--- config.mk ---
export PLATFORM = sky130hd
export DESIGN_NAME = uep_dev_flat
export DESIGN_NICKNAME = d
export VERILOG_FILES = /design/src/shared/uep_pkg.sv /design/src/shared/uep_link_if.sv /design/src/rtl/uep_dev.sv /design/src/flat_wrapper.sv
export SDC_FILE = /design/constraint.sdc
export NUM_CORES = 1
export LEC_CHECK = 0
export BUFFER_PORTS_ARGS = -buffer_cell sky130_fd_sc_hd__buf_2
export CAP_MARGIN = 0
export CORE_MARGIN = 2
export CORE_UTILIZATION = 33
export CTS_CLUSTER_SIZE = 20
export DETAILED_ROUTE_END_ITERATION = 6
export PLACE_DENSITY = 0.47
export SLEW_MARGIN = 0
export SYNTH_ARGS = -nofsm -noshare
export SYNTH_HDL_FRONTEND = slang
export SYNTH_SLANG_ARGS = --single-unit
--- constraint.sdc ---
create_clock -name clk_i -period 3.85 [get_ports clk_i]
set_input_delay 0.77 -clock clk_i [delete_from_list [all_inputs] [get_ports clk_i]]
set_output_delay 0.77 -clock clk_i [all_outputs]
set_load 0.01 [all_outputs]
--- src/shared/uep_pkg.sv ---
// Purpose: shared constants for the endpoint zero OUT receive link and registers
// Assumes: one clock domain; byte-wide link between host end and device end
// Notes: register offsets are byte addresses on a 32-bit Avalon-MM slave

package uep_pkg;

  // ***************************************************************
  // link encodings
  // ***************************************************************
  localparam int EP0_MAX_PKT = 64;
  localparam logic [1:0] PID_OUT = 2'h0;
  localparam logic [1:0] PID_IN = 2'h1;
  localparam logic [1:0] PID_SETUP = 2'h2;
  localparam logic [1:0] HS_ACK = 2'h0;
  localparam logic [1:0] HS_NAK = 2'h1;
  localparam logic [1:0] HS_STALL = 2'h2;

  // ***************************************************************
  // register map
  // ***************************************************************
  localparam int ADDR_W = 5;
  localparam logic [4:0] ADDR_CSR = 5'h00;
  localparam logic [4:0] ADDR_CNT = 5'h04;
  localparam logic [4:0] ADDR_FIFO = 5'h08;
  localparam logic [4:0] ADDR_IRQ_STAT = 5'h0c;
  localparam logic [4:0] ADDR_IRQ_CLR = 5'h10;
  localparam logic [4:0] ADDR_IRQ_EN = 5'h14;

  // ep_zero_control_status fields
  localparam int CSR_OPR_BIT = 0;
  localparam int CSR_STALL_BIT = 2;
  localparam int CSR_LAST_BIT = 3;
  localparam int CSR_PSE_BIT = 4;
  localparam int CSR_SERVICED_BIT = 6;
  localparam int CSR_RXMODE_BIT = 7;

  // interrupt status / clear / enable fields
  localparam int IRQ_W = 3;
  localparam int IRQ_PKT_BIT = 0;
  localparam int IRQ_STALL_BIT = 1;
  localparam int IRQ_PSE_BIT = 2;
  localparam logic [2:0] IRQ_RST = 3'h0;
  localparam logic [31:0] RDATA_ZERO = 32'h0;

endpackage : uep_pkg

--- src/shared/uep_link_if.sv ---
// Purpose: link between the host end and the endpoint zero device end
// Assumes: both ends on the same clock; every signal driven from a flip-flop
// Notes: tok_vld, pkt_end and hs_vld are one-cycle pulses; dat_vld is high for one cycle per byte

`timescale 1ns/1ps

interface uep_link_if (
  input wire logic clk_i,
  input wire logic rst_n_i
);
  logic tok_vld;
  logic [1:0] tok_pid;
  logic dat_vld;
  logic [7:0] dat_byte;
  logic pkt_end;
  logic hs_vld;
  logic [1:0] hs_code;

  modport host (
    output tok_vld, tok_pid, dat_vld, dat_byte, pkt_end,
    input hs_vld, hs_code
  );
  modport dev (
    input tok_vld, tok_pid, dat_vld, dat_byte, pkt_end,
    output hs_vld, hs_code
  );
endinterface : uep_link_if

--- src/rtl/uep_dev.sv ---
// Purpose: endpoint zero OUT receive control with register slave and FIFO
// Assumes: host end keeps to the token order; link shares clk_i
// Notes: FIFO holds one packet; a packet arriving while one is pending is NAKed unless last data or oversize stalls it
//
// Added by the designer: the Avalon-MM register port and the address map.

`timescale 1ns/1ps

module uep_dev
  import uep_pkg::*;
#(
  parameter int MAX_PKT = EP0_MAX_PKT
) (
  // clock and reset
  input wire logic clk_i,
  input wire logic rst_n_i,
  // link towards the host
  uep_link_if.dev link,
  // avalon-mm slave
  input wire logic [ADDR_W-1:0] avs_address_i,
  input wire logic avs_read_i,
  input wire logic avs_write_i,
  input wire logic [31:0] avs_writedata_i,
  output logic [31:0] avs_readdata_o,
  output logic avs_waitrequest_o,
  // interrupt
  output logic irq_o
);

  localparam int CNT_W = $clog2(MAX_PKT) + 1;
  localparam int PTR_W = $clog2(MAX_PKT);
  localparam logic [CNT_W-1:0] MAX_CNT = CNT_W'(MAX_PKT);

  typedef enum logic [2:0] {
    ST_IDLE = 3'b001,
    ST_DATA = 3'b010,
    ST_ANSWER = 3'b100
  } uep_dev_state_t;

  // ***************************************************************
  // state
  // ***************************************************************
  uep_dev_state_t state_q;
  logic [CNT_W-1:0] pkt_len_q;
  logic oversize_q;
  logic refuse_q;
  logic rx_mode_q;
  logic hs_vld_q;
  logic [1:0] hs_code_q;
  logic [7:0] fifo_q [MAX_PKT];
  logic [PTR_W-1:0] rd_ptr_q;
  logic [CNT_W-1:0] byte_cnt_q;
  logic opr_q;
  logic last_data_q;
  logic pse_q;
  logic stall_sent_q;
  logic [IRQ_W-1:0] irq_stat_q;
  logic [IRQ_W-1:0] irq_en_q;
  logic irq_q;
  logic wait_q;
  logic [31:0] rdata_q;

  logic acc_wr;
  logic acc_rd;
  logic end_good;
  logic accept;
  logic stall_now;
  logic early_end;
  logic stall_done;
  logic [IRQ_W-1:0] irq_set;

  // a write or a read takes effect on the edge where waitrequest is low
  assign acc_wr = avs_write_i && !wait_q;
  assign acc_rd = avs_read_i && !wait_q;
  assign end_good = (state_q == ST_DATA) && link.pkt_end;
  assign stall_now = end_good && (last_data_q || oversize_q);
  assign accept = end_good && !stall_now && !refuse_q;
  assign early_end = link.tok_vld && (link.tok_pid != PID_OUT) && rx_mode_q;
  assign stall_done = hs_vld_q && (hs_code_q == HS_STALL);
  assign irq_set = {early_end, stall_done, accept};

  // ***************************************************************
  // link sequencing
  // ***************************************************************
  always_ff @(posedge clk_i or negedge rst_n_i) begin
    if (!rst_n_i) begin
      state_q <= ST_IDLE;
      pkt_len_q <= '0;
      oversize_q <= 1'b0;
      refuse_q <= 1'b0;
    end else begin
      case (state_q)
        ST_IDLE: begin
          if (link.tok_vld && link.tok_pid == PID_OUT) begin
            state_q <= ST_DATA;
            pkt_len_q <= '0;
            oversize_q <= 1'b0;
            // decided once per packet: a serviced write arriving mid-packet
            // must not accept a packet whose first bytes were dropped
            refuse_q <= opr_q;
          end
        end
        ST_DATA: begin
          if (link.pkt_end) begin
            state_q <= ST_ANSWER;
          end else if (link.dat_vld) begin
            if (pkt_len_q == MAX_CNT) begin
              oversize_q <= 1'b1;
            end else begin
              pkt_len_q <= pkt_len_q + 1'b1;
            end
          end
        end
        ST_ANSWER: begin
          state_q <= ST_IDLE;
        end
        default: begin
          state_q <= ST_IDLE;
        end
      endcase
    end
  end

  always_ff @(posedge clk_i or negedge rst_n_i) begin
    if (!rst_n_i) begin
      rx_mode_q <= 1'b0;
    end else if (link.tok_vld) begin
      rx_mode_q <= (link.tok_pid == PID_OUT);
    end else if (accept && pkt_len_q != MAX_CNT) begin
      rx_mode_q <= 1'b0;
    end
  end

  // handshake goes out the cycle after the packet end
  always_ff @(posedge clk_i or negedge rst_n_i) begin
    if (!rst_n_i) begin
      hs_vld_q <= 1'b0;
      hs_code_q <= HS_ACK;
    end else begin
      hs_vld_q <= end_good;
      if (stall_now) begin
        hs_code_q <= HS_STALL;
      end else if (refuse_q) begin
        hs_code_q <= HS_NAK;
      end else begin
        hs_code_q <= HS_ACK;
      end
    end
  end

  assign link.hs_vld = hs_vld_q;
  assign link.hs_code = hs_code_q;

  // ***************************************************************
  // packet storage
  // ***************************************************************
  // bytes are only written for a packet not refused at its token, so firmware
  // never sees its data overwritten by a packet that will be NAKed
  always_ff @(posedge clk_i) begin
    if (state_q == ST_DATA && link.dat_vld && !refuse_q && pkt_len_q != MAX_CNT) begin
      fifo_q[pkt_len_q[PTR_W-1:0]] <= link.dat_byte;
    end
  end

  always_ff @(posedge clk_i or negedge rst_n_i) begin
    if (!rst_n_i) begin
      byte_cnt_q <= '0;
      rd_ptr_q <= '0;
    end else if (accept) begin
      byte_cnt_q <= pkt_len_q;
      rd_ptr_q <= '0;
    end else if (acc_rd && avs_address_i == ADDR_FIFO) begin
      rd_ptr_q <= rd_ptr_q + 1'b1;
    end
  end

  // ***************************************************************
  // control and status flags
  // ***************************************************************
  always_ff @(posedge clk_i or negedge rst_n_i) begin
    if (!rst_n_i) begin
      opr_q <= 1'b0;
    end else if (accept) begin
      opr_q <= 1'b1;
    end else if (acc_wr && avs_address_i == ADDR_CSR && avs_writedata_i[CSR_SERVICED_BIT]) begin
      opr_q <= 1'b0;
    end
  end

  always_ff @(posedge clk_i or negedge rst_n_i) begin
    if (!rst_n_i) begin
      last_data_q <= 1'b0;
    end else if (link.tok_vld && link.tok_pid == PID_SETUP) begin
      last_data_q <= 1'b0;
    end else if (acc_wr && avs_address_i == ADDR_CSR && avs_writedata_i[CSR_LAST_BIT]) begin
      last_data_q <= 1'b1;
    end
  end

  // set wins over a write-one clear in the same cycle
  always_ff @(posedge clk_i or negedge rst_n_i) begin
    if (!rst_n_i) begin
      pse_q <= 1'b0;
      stall_sent_q <= 1'b0;
    end else begin
      if (early_end) begin
        pse_q <= 1'b1;
      end else if (acc_wr && avs_address_i == ADDR_CSR && avs_writedata_i[CSR_PSE_BIT]) begin
        pse_q <= 1'b0;
      end
      if (stall_done) begin
        stall_sent_q <= 1'b1;
      end else if (acc_wr && avs_address_i == ADDR_CSR && avs_writedata_i[CSR_STALL_BIT]) begin
        stall_sent_q <= 1'b0;
      end
    end
  end

  // ***************************************************************
  // interrupts
  // ***************************************************************
  always_ff @(posedge clk_i or negedge rst_n_i) begin
    if (!rst_n_i) begin
      irq_stat_q <= IRQ_RST;
    end else if (acc_wr && avs_address_i == ADDR_IRQ_CLR) begin
      irq_stat_q <= (irq_stat_q & ~avs_writedata_i[IRQ_W-1:0]) | irq_set;
    end else begin
      irq_stat_q <= irq_stat_q | irq_set;
    end
  end

  always_ff @(posedge clk_i or negedge rst_n_i) begin
    if (!rst_n_i) begin
      irq_en_q <= IRQ_RST;
    end else if (acc_wr && avs_address_i == ADDR_IRQ_EN) begin
      irq_en_q <= avs_writedata_i[IRQ_W-1:0];
    end
  end

  always_ff @(posedge clk_i or negedge rst_n_i) begin
    if (!rst_n_i) begin
      irq_q <= 1'b0;
    end else begin
      irq_q <= |(irq_stat_q & irq_en_q);
    end
  end

  assign irq_o = irq_q;

  // ***************************************************************
  // avalon-mm slave: one wait cycle, then the answer
  // ***************************************************************
  always_ff @(posedge clk_i or negedge rst_n_i) begin
    if (!rst_n_i) begin
      wait_q <= 1'b1;
    end else begin
      wait_q <= !(wait_q && (avs_read_i || avs_write_i));
    end
  end

  always_ff @(posedge clk_i or negedge rst_n_i) begin
    if (!rst_n_i) begin
      rdata_q <= RDATA_ZERO;
    end else if (avs_read_i && wait_q) begin
      rdata_q <= RDATA_ZERO;
      if (avs_address_i == ADDR_CSR) begin
        rdata_q[CSR_OPR_BIT] <= opr_q;
        rdata_q[CSR_STALL_BIT] <= stall_sent_q;
        rdata_q[CSR_LAST_BIT] <= last_data_q;
        rdata_q[CSR_PSE_BIT] <= pse_q;
        rdata_q[CSR_RXMODE_BIT] <= rx_mode_q;
      end else if (avs_address_i == ADDR_CNT) begin
        rdata_q[CNT_W-1:0] <= byte_cnt_q;
      end else if (avs_address_i == ADDR_FIFO) begin
        rdata_q[7:0] <= fifo_q[rd_ptr_q];
      end else if (avs_address_i == ADDR_IRQ_STAT) begin
        rdata_q[IRQ_W-1:0] <= irq_stat_q;
      end else if (avs_address_i == ADDR_IRQ_EN) begin
        rdata_q[IRQ_W-1:0] <= irq_en_q;
      end
    end
  end

  assign avs_waitrequest_o = wait_q;
  assign avs_readdata_o = rdata_q;

endmodule : uep_dev

--- src/flat_wrapper.sv ---
// flat-port wrapper written by rule: the top's interface ports become plain ports
module uep_dev_flat import uep_pkg::*;
#(
  parameter int MAX_PKT = EP0_MAX_PKT
)
  (clk_i, rst_n_i, avs_address_i, avs_read_i, avs_write_i, avs_writedata_i, avs_readdata_o, avs_waitrequest_o, irq_o, link_tok_vld, link_tok_pid, link_dat_vld, link_dat_byte, link_pkt_end, link_hs_vld, link_hs_code);
  uep_link_if link_i (.clk_i(clk_i), .rst_n_i(rst_n_i));
  input wire logic clk_i;
  input wire logic rst_n_i;
  input wire logic [ADDR_W-1:0] avs_address_i;
  input wire logic avs_read_i;
  input wire logic avs_write_i;
  input wire logic [31:0] avs_writedata_i;
  output logic [31:0] avs_readdata_o;
  output logic avs_waitrequest_o;
  output logic irq_o;
  input wire logic [$bits(link_i.tok_vld)-1:0] link_tok_vld;
  input wire logic [$bits(link_i.tok_pid)-1:0] link_tok_pid;
  input wire logic [$bits(link_i.dat_vld)-1:0] link_dat_vld;
  input wire logic [$bits(link_i.dat_byte)-1:0] link_dat_byte;
  input wire logic [$bits(link_i.pkt_end)-1:0] link_pkt_end;
  output wire logic [$bits(link_i.hs_vld)-1:0] link_hs_vld;
  output wire logic [$bits(link_i.hs_code)-1:0] link_hs_code;
  assign link_i.tok_vld = link_tok_vld;
  assign link_i.tok_pid = link_tok_pid;
  assign link_i.dat_vld = link_dat_vld;
  assign link_i.dat_byte = link_dat_byte;
  assign link_i.pkt_end = link_pkt_end;
  assign link_hs_vld = link_i.hs_vld;
  assign link_hs_code = link_i.hs_code;
  uep_dev #(.MAX_PKT(MAX_PKT)) u_core (.clk_i(clk_i), .rst_n_i(rst_n_i), .link(link_i), .avs_address_i(avs_address_i), .avs_read_i(avs_read_i), .avs_write_i(avs_write_i), .avs_writedata_i(avs_writedata_i), .avs_readdata_o(avs_readdata_o), .avs_waitrequest_o(avs_waitrequest_o), .irq_o(irq_o));
endmodule
==> results of run 1 <==
-- final timing paths --
path                                             to  slack (ps)                startpoint  depth (start not counted)
min in group clk_i         u_core.avs_waitrequest_o         330               avs_write_i                          2
max in group asynchronous  u_core.avs_waitrequest_o        2860                   rst_n_i                          2
hold / removal                    u_core.state_q[2]         200                   rst_n_i                          1
setup reg to reg           u_core.avs_readdata_o[7]         660        u_core.rd_ptr_q[0]                          7
hold reg to reg            u_core.avs_waitrequest_o         500  u_core.avs_waitrequest_o                          1
setup / recovery           u_core.avs_readdata_o[7]         660        u_core.rd_ptr_q[0]                          7
-- cell usage after synthesis (6+ instances only) --
cell type	number	area, µm²
nand2b_1	6	37.5
a22oi_1	25	188
clkbuf_1	19	71.3
buf_6	6	67.6
dfrtp_1	47	1180
edfxtp_1	512	15400
a21oi_1	24	120
buf_4	33	248
nor3_1	10	50.1
inv_1	9	33.8
a21o_1	8	60.1
buf_1	8	30.0
mux2_2	11	124
mux4_2	133	3000
nand2_1	37	139
o21ai_0	11	55.1
xnor2_1	6	52.6
a31oi_1	6	37.5
nor2_1	100	375
or3_1	9	56.3
nand3_1	15	75.1
mux2i_1	14	140
o22ai_1	8	50.1
nor2b_1	6	37.5
buf_2	7	35.0
-- area by class of cell --
cell class	instances	area, µm²	area share
Inverter	11	41.3	0.00159
Clock inverter	43	345	0.0133
Multi-Input combinational cell	513	5250	0.202
Timing Repair Buffer	155	1140	0.0438
Clock buffer	68	1530	0.0589
Sequential cell	561	16600	0.639
Tap cell	873	1090	0.0420
-- cell families after synthesis --
logic type	share of synthesized area
AND/OR/NAND/NOR	0.0418
XOR/XNOR	0.00275
other	0.000168
multiplexers	0.151
adder cells (fa/ha/maj)	0.00169
flip-flops	0.745
buffers and inverters	0.0230
AO/OA/AOI/OAI	0.0348
-- stage by stage --
| step | setup slack [ps] | std cells |
|---|---|---|
| floorplan | 1430 | 1159 |
| global placement | 731 | 2113 |
| detailed placement | 702 | 2113 |
| CTS | 657 | 2224 |
| global route | 555 | 2224 |
| finish | 660 | 2224 |
-- power by group --
part           total, mW  internal (mW)  switching, mW  leakage, nW
Sequential          6.78           6.70         0.0773         5.24
Combinational       1.65          0.770          0.876         2.30
Clock               5.53           3.18           2.35        0.916
-- routing by layer --
metal	share of wire	up-vias	track usage
met5	0	-	0
met4	0.025	0	0.0444
met3	0.051	83	0.0295
met2	0.45	325	0.246
met1	0.47	6026	0.241
li1	-	4932	-
-- state kept, by name, indices dropped and copies added (netlist names), 2 cells and up --
name	flops
u_core.avs_readdata_o	8
u_core.byte_cnt_q	7
u_core.fifo_q	512
u_core.irq_en_q	3
u_core.irq_stat_q	3
u_core.link.hs_code	2
u_core.pkt_len_q	7
u_core.rd_ptr_q	6
u_core.state_q	3
-- cell usage in the layout (no fill, tap or decap), types with 4 or more instances in the layout --
cell	instances
dfrtp_1	45
mux4_2	133
o221ai_1	5
o2111ai_1	4
clkinv_2	10
nand3_1	15
buf_2	40
buf_4	109
nor3_1	10
nor2b_1	5
a21oi_1	24
conb_1	24
buf_12	6
mux2i_1	14
o31ai_1	5
bufinv_16	5
edfxtp_1	512
nand2b_1	6
xnor2_1	6
a21o_1	8
nand2_1	37
clkbuf_16	60
o22ai_1	8
a31oi_1	6
mux2_2	11
clkinv_1	22
o21ai_0	11
nor2_1	100
inv_1	9
clkbuf_1	8
a22oi_1	25
or3_1	9
-- worst max-delay path, delay by kind of cell, from the launching register on --
family          cells  cell delay, ps
buf+inv             2             550
flops               1             590
simple gates        1             130
mux                 1             530
compound gates      3            1190
==> qor.yml, run 1 <==
crit_path_top_delay_cell: "o41ai_1"
synthCells: 1136
finalSetupViolCount: 0
outcome: "complete, no violations"
crit_path_end_kind: "flip-flop"
clkSinkCount: 561
critPathArrivalTime_ps: 3650
chipWidth_um: 264
avgRoutedWirePerCell_um: 25.2
area_delta_synth_final_pct: 16.8
synth-seq-cells: 561
avgViaCountPerCell: 5.11
rows: 95
fmax_mhz: 314
ios: 91
finalPower_mw: 13.9
h-tree-depth: 2
powerDensity_nw_per_um2: 536
diodes: 0
worstSetupStartpointType: "flip-flop"
cts_tree: "done"
grt-ovfl-total: 0
post-route-drc-count: 0
fin_crit_sh: 0.828
clkLatencyLatePin_ps: 620
antenna_found_initial: 1
ys.flop_type: "edfxtp_1"
max_stage_delay_ps: 650
post-dp-hpwl_mm: 36.6
critPathRequiredTime_ps: 4310
ctsResizeCount: 0
hp-class: "in2async"
syn-cell-area_um2: 22300
slew_headroom: 0.205
drt_first_pass_iters: 7
grt_use_total: 0.162
gp_congestion: 0.850
slew_viol_final: 0
die_area_um2: 69600
path_cells: "buf_12 > buf_4 > mux4_2 > a22oi_1 > a21oi_1 > o41ai_1 > nand3_1"
path_clk_slew_ps: 60
nFillCells: 6118
routed_wl_mm: 56.0
path_max_fanout: 24
postCtsSetupRepairBufs: 0
criticalPathCategory: "reg2reg"
drive_above_1_share: 0.295
whs_ps: 201
vias: 11400
period_needed_ps: 3190
async_reset_ff_frac: 0.0873
avgSynthCellArea_um2: 19.6
antenna_left: 0
holdBufCountCts: 0
final_util: 0.388
finalHoldViolations: 0
yosys_warnings: 0
ctsRootBufferMaster: "clkbuf_16"
start_util: 0.332
die_height_um: 264
rsz0062_at_grt: "no"
grt_pass1_wl_mm: 81.8
ys_types: 60
p_leak_nw: 8.46
grt_pass1_vias: 11400
synth_edf_count: 512
drv_cap: 0
clock_skew_ps: 21.7
final_cell_area_um2: 26000
ys_seq_area_frac: 0.745
tightest_slew_ps: 1190
ir_drop_v: 0.000318
core_area_um2: 67000
drt_iter0_markers: 1045
tritoncts.num_buffers: 60
clock_path_buffers: 3
portBuffers: 40
grt_max_degree: 65
place_area_um2: 24100
final_nets: 1359
tns_ps: 0
(Power assumes the default switching activity.)
==> inputs of run 2 (changes only) <==
- ABC_AREA: default -> 1
- clock period: 3.85 -> 3.04 ns (I/O delays scaled with it)
==> qor.yml, run 2 <==
post-dp-hpwl_mm: 38.1  # +4.1%
cellInternalPower_mw: 14.6  # +38%
tritoncts.num_buffers: 59  # -1.7%
switching_share: 0.361  # +0.125
rows: 97  # +2.1%
final_nets: 2262  # +66%
whs_ps: 172  # -28.6 ps
ios: 91  # unchanged
fin_crit_sh: 0.829  # about the same
start_util: 0.334  # +0.00195
portBuffers: 40  # unchanged
tightest_slew_ps: 729  # -460 ps
tns_ps: 0  # unchanged
place_area_um2: 25100  # +4.2%
path_clk_slew_ps: 60  # about the same
hp-class: "in2reg"
chipWidth_um: 271  # +2.6%
final_cell_area_um2: 27100  # +4.1%
finalSetupViolCount: 0  # unchanged
clock_path_buffers: 3  # unchanged
synthTopCellsByArea: "edfxtp_1 (65%), nand2_1 (12%), dfrtp_1 (5.0%)"
p_switching_mw: 8.28  # +150%
grt_pass1_wl_mm: 95.8  # +17%
drv_cap: 0  # unchanged
routed_wl_mm: 64.2  # +15%
p_leak_nw: 10.2  # +21%
grt-ovfl-total: 0  # unchanged
slew_headroom: 0.514  # +0.309
synthCells: 2099  # +85%
path_max_fanout: 8  # -67%
drive_above_1_share: 0.118  # -0.177
final_common_cell: "nand2_1"
ctsRootBufferMaster: "clkbuf_16"
grt_use_total: 0.174  # +0.0117
finalHoldViolations: 0  # unchanged
p_comb_frac: 0.309  # +0.191
period_needed_ps: 2520  # -669 ps
yosysTopAreaCell: "edfxtp_1"
post-route-drc-count: 0  # unchanged
h-tree-depth: 2  # unchanged
ys_types: 44  # -27%
clkLatencyLatePin_ps: 620  # about the same
async_reset_ff_frac: 0.0873  # unchanged
grt_max_degree: 65  # unchanged
finalPower_mw: 22.9  # +64%
yosys_warnings: 0  # unchanged
avgViaCountPerCell: 4.82  # -5.7%
syn-cell-area_um2: 23500  # +5.4%
fmax_mhz: 397  # +27%
yosysMostFrequentCell: "nand2_1"
gp_congestion: 0.831  # -2.3%
clock_skew_ps: 28.7  # +6.96 ps
die_height_um: 271  # +2.6%
vias: 15400  # +36%
crit_path_top_delay_cell: "dfrtp_1"
drt_first_pass_iters: 5  # -2
ys_seq_area_frac: 0.707  # -0.0384
critPathRequiredTime_ps: 3380  # -930 ps
ys.flop_type: "edfxtp_1"
final_util: 0.385  # -0.00283
final_cell_mix: "nand2_1 (732), edfxtp_1 (512), nand3_1 (231)"
cts_tree: "done"
synth_edf_count: 512  # unchanged
critPathArrivalTime_ps: 2860  # -790 ps
clkSinkCount: 561  # unchanged
rsz0062_at_grt: "no"
p_clk_frac: 0.312  # -0.084
core_area_um2: 70300  # +4.8%
synth.top_cell.area_share: 0.655  # -0.0356
max_stage_delay_ps: 410  # -240 ps
powerDensity_nw_per_um2: 847  # +58%
ctsResizeCount: 0  # unchanged
worstSetupStartpointType: "flip-flop"
area_delta_synth_final_pct: 15.2
slew_viol_final: 0  # unchanged
largest_reg_flops: 512  # unchanged
antenna_left: 0  # unchanged
avgRoutedWirePerCell_um: 20.1  # -20%
antenna_found_initial: 1  # unchanged
drt_iter0_markers: 1269  # +21%
avgSynthCellArea_um2: 11.2  # -43%
criticalPathCategory: "reg2reg"
synth-seq-cells: 561  # unchanged
synth_commonest_cells: "nand2_1 (732), edfxtp_1 (512), nand3_1 (231)"
crit_path_end_kind: "flip-flop"
path_cells: "inv_1 > ha_1 > nor3b_1 > nand3_1 > nand4_1 > nor2_1 > nand3_1 > buf_4 > nor2_1 > buf_4"
ir_drop_v: 0.000574  # +80%
pwr-share-seq: 0.379  # -0.107
die_area_um2: 73300  # +5.4%
grt_pass1_vias: 15200  # +34%
outcome: "complete, no violations"
## run 2: cell count changes after synthesis, moves of 46 or more
cell / before / now
nand2_1: 37 / 732
nand3_1: 15 / 231
mux4_2: 133 / 0
inv_1: 9 / 64
a21oi_1: 24 / 78
o21ai_0: 11 / 57
## run 2: stage by stage
stage	setup WS [ps]	cells
floorplan	876	2122
global placement	563	3083
detailed placement	514	3083
CTS	501	3194
global route	292	3194
finish	520	3195
## run 2: timing repair
action | 4_1_cts | 5_1_grt
hold buffers | 1 | 0
setup buffers | 0 | 0
endpoints found under the hold margin | 19 | 0
## run 2: logic make-up after synthesis
family / Yosys count / synth area share
buffers and inverters: 200 / 0.0474
DFF: 561 / 0.707
and+or+nand+nor: 1142 / 0.199
other: 1 / 0.000160
adders and majority gates: 3 / 0.00160
AOI/OAI and AO/OA: 192 / 0.0449
## run 2: final cells by class
cell class,instances,area [µm²]
timing repair buffer,152,1240
sequential,561,16600
fill,6835,43200
clock buffer,75,1570
antenna,1,2.50
multi-input combinational,1361,5860
inverter,70,270
clock inverter,35,337
tap,940,1180
## run 2: worst paths after layout
path | startpoint | cells after the start | slack, ps | endpoint
hold reg to reg | u_core.byte_cnt_q[0] | 2 | 480 | u_core.byte_cnt_q[0]
setup / recovery | u_core.pkt_len_q[1] | 10 | 520 | u_core.fifo_q[11][7]
min in group asynchronous | rst_n_i | 2 | 480 | u_core.rd_ptr_q[5]
max in group asynchronous | rst_n_i | 3 | 1930 | u_core.state_q[0]
setup reg to reg | u_core.pkt_len_q[1] | 10 | 520 | u_core.fifo_q[11][7]
hold / removal | avs_write_i | 2 | 170 | u_core.avs_waitrequest_o
## run 2: routing by layer
layer	part of all wire	vias to the layer above	track usage	routed length, µm
li1	-	7380	-	-
met1	0.45	7576	0.240	29200
met2	0.47	352	0.282	30300
met3	0.046	96	0.0261	2940
met4	0.028	0	0.0554	1770
met5	0	-	0	0
## run 2: power by group through the flow
stage	combinational [mW]	sequential, mW	clock (mW)
floorplan	4.84	8.80	0
global placement	7.14	8.84	0
detailed placement	7.15	8.84	0
CTS	7.17	8.68	7.33
global route	7.88	8.70	7.64
finish	7.09	8.68	7.16
## run 2: critical path, delay by kind of cell (launching register included)
kind	cells	cell delay (ps)
simple gates	6	1020
buf+inv	3	610
flops	1	410
fa+ha+maj	1	200
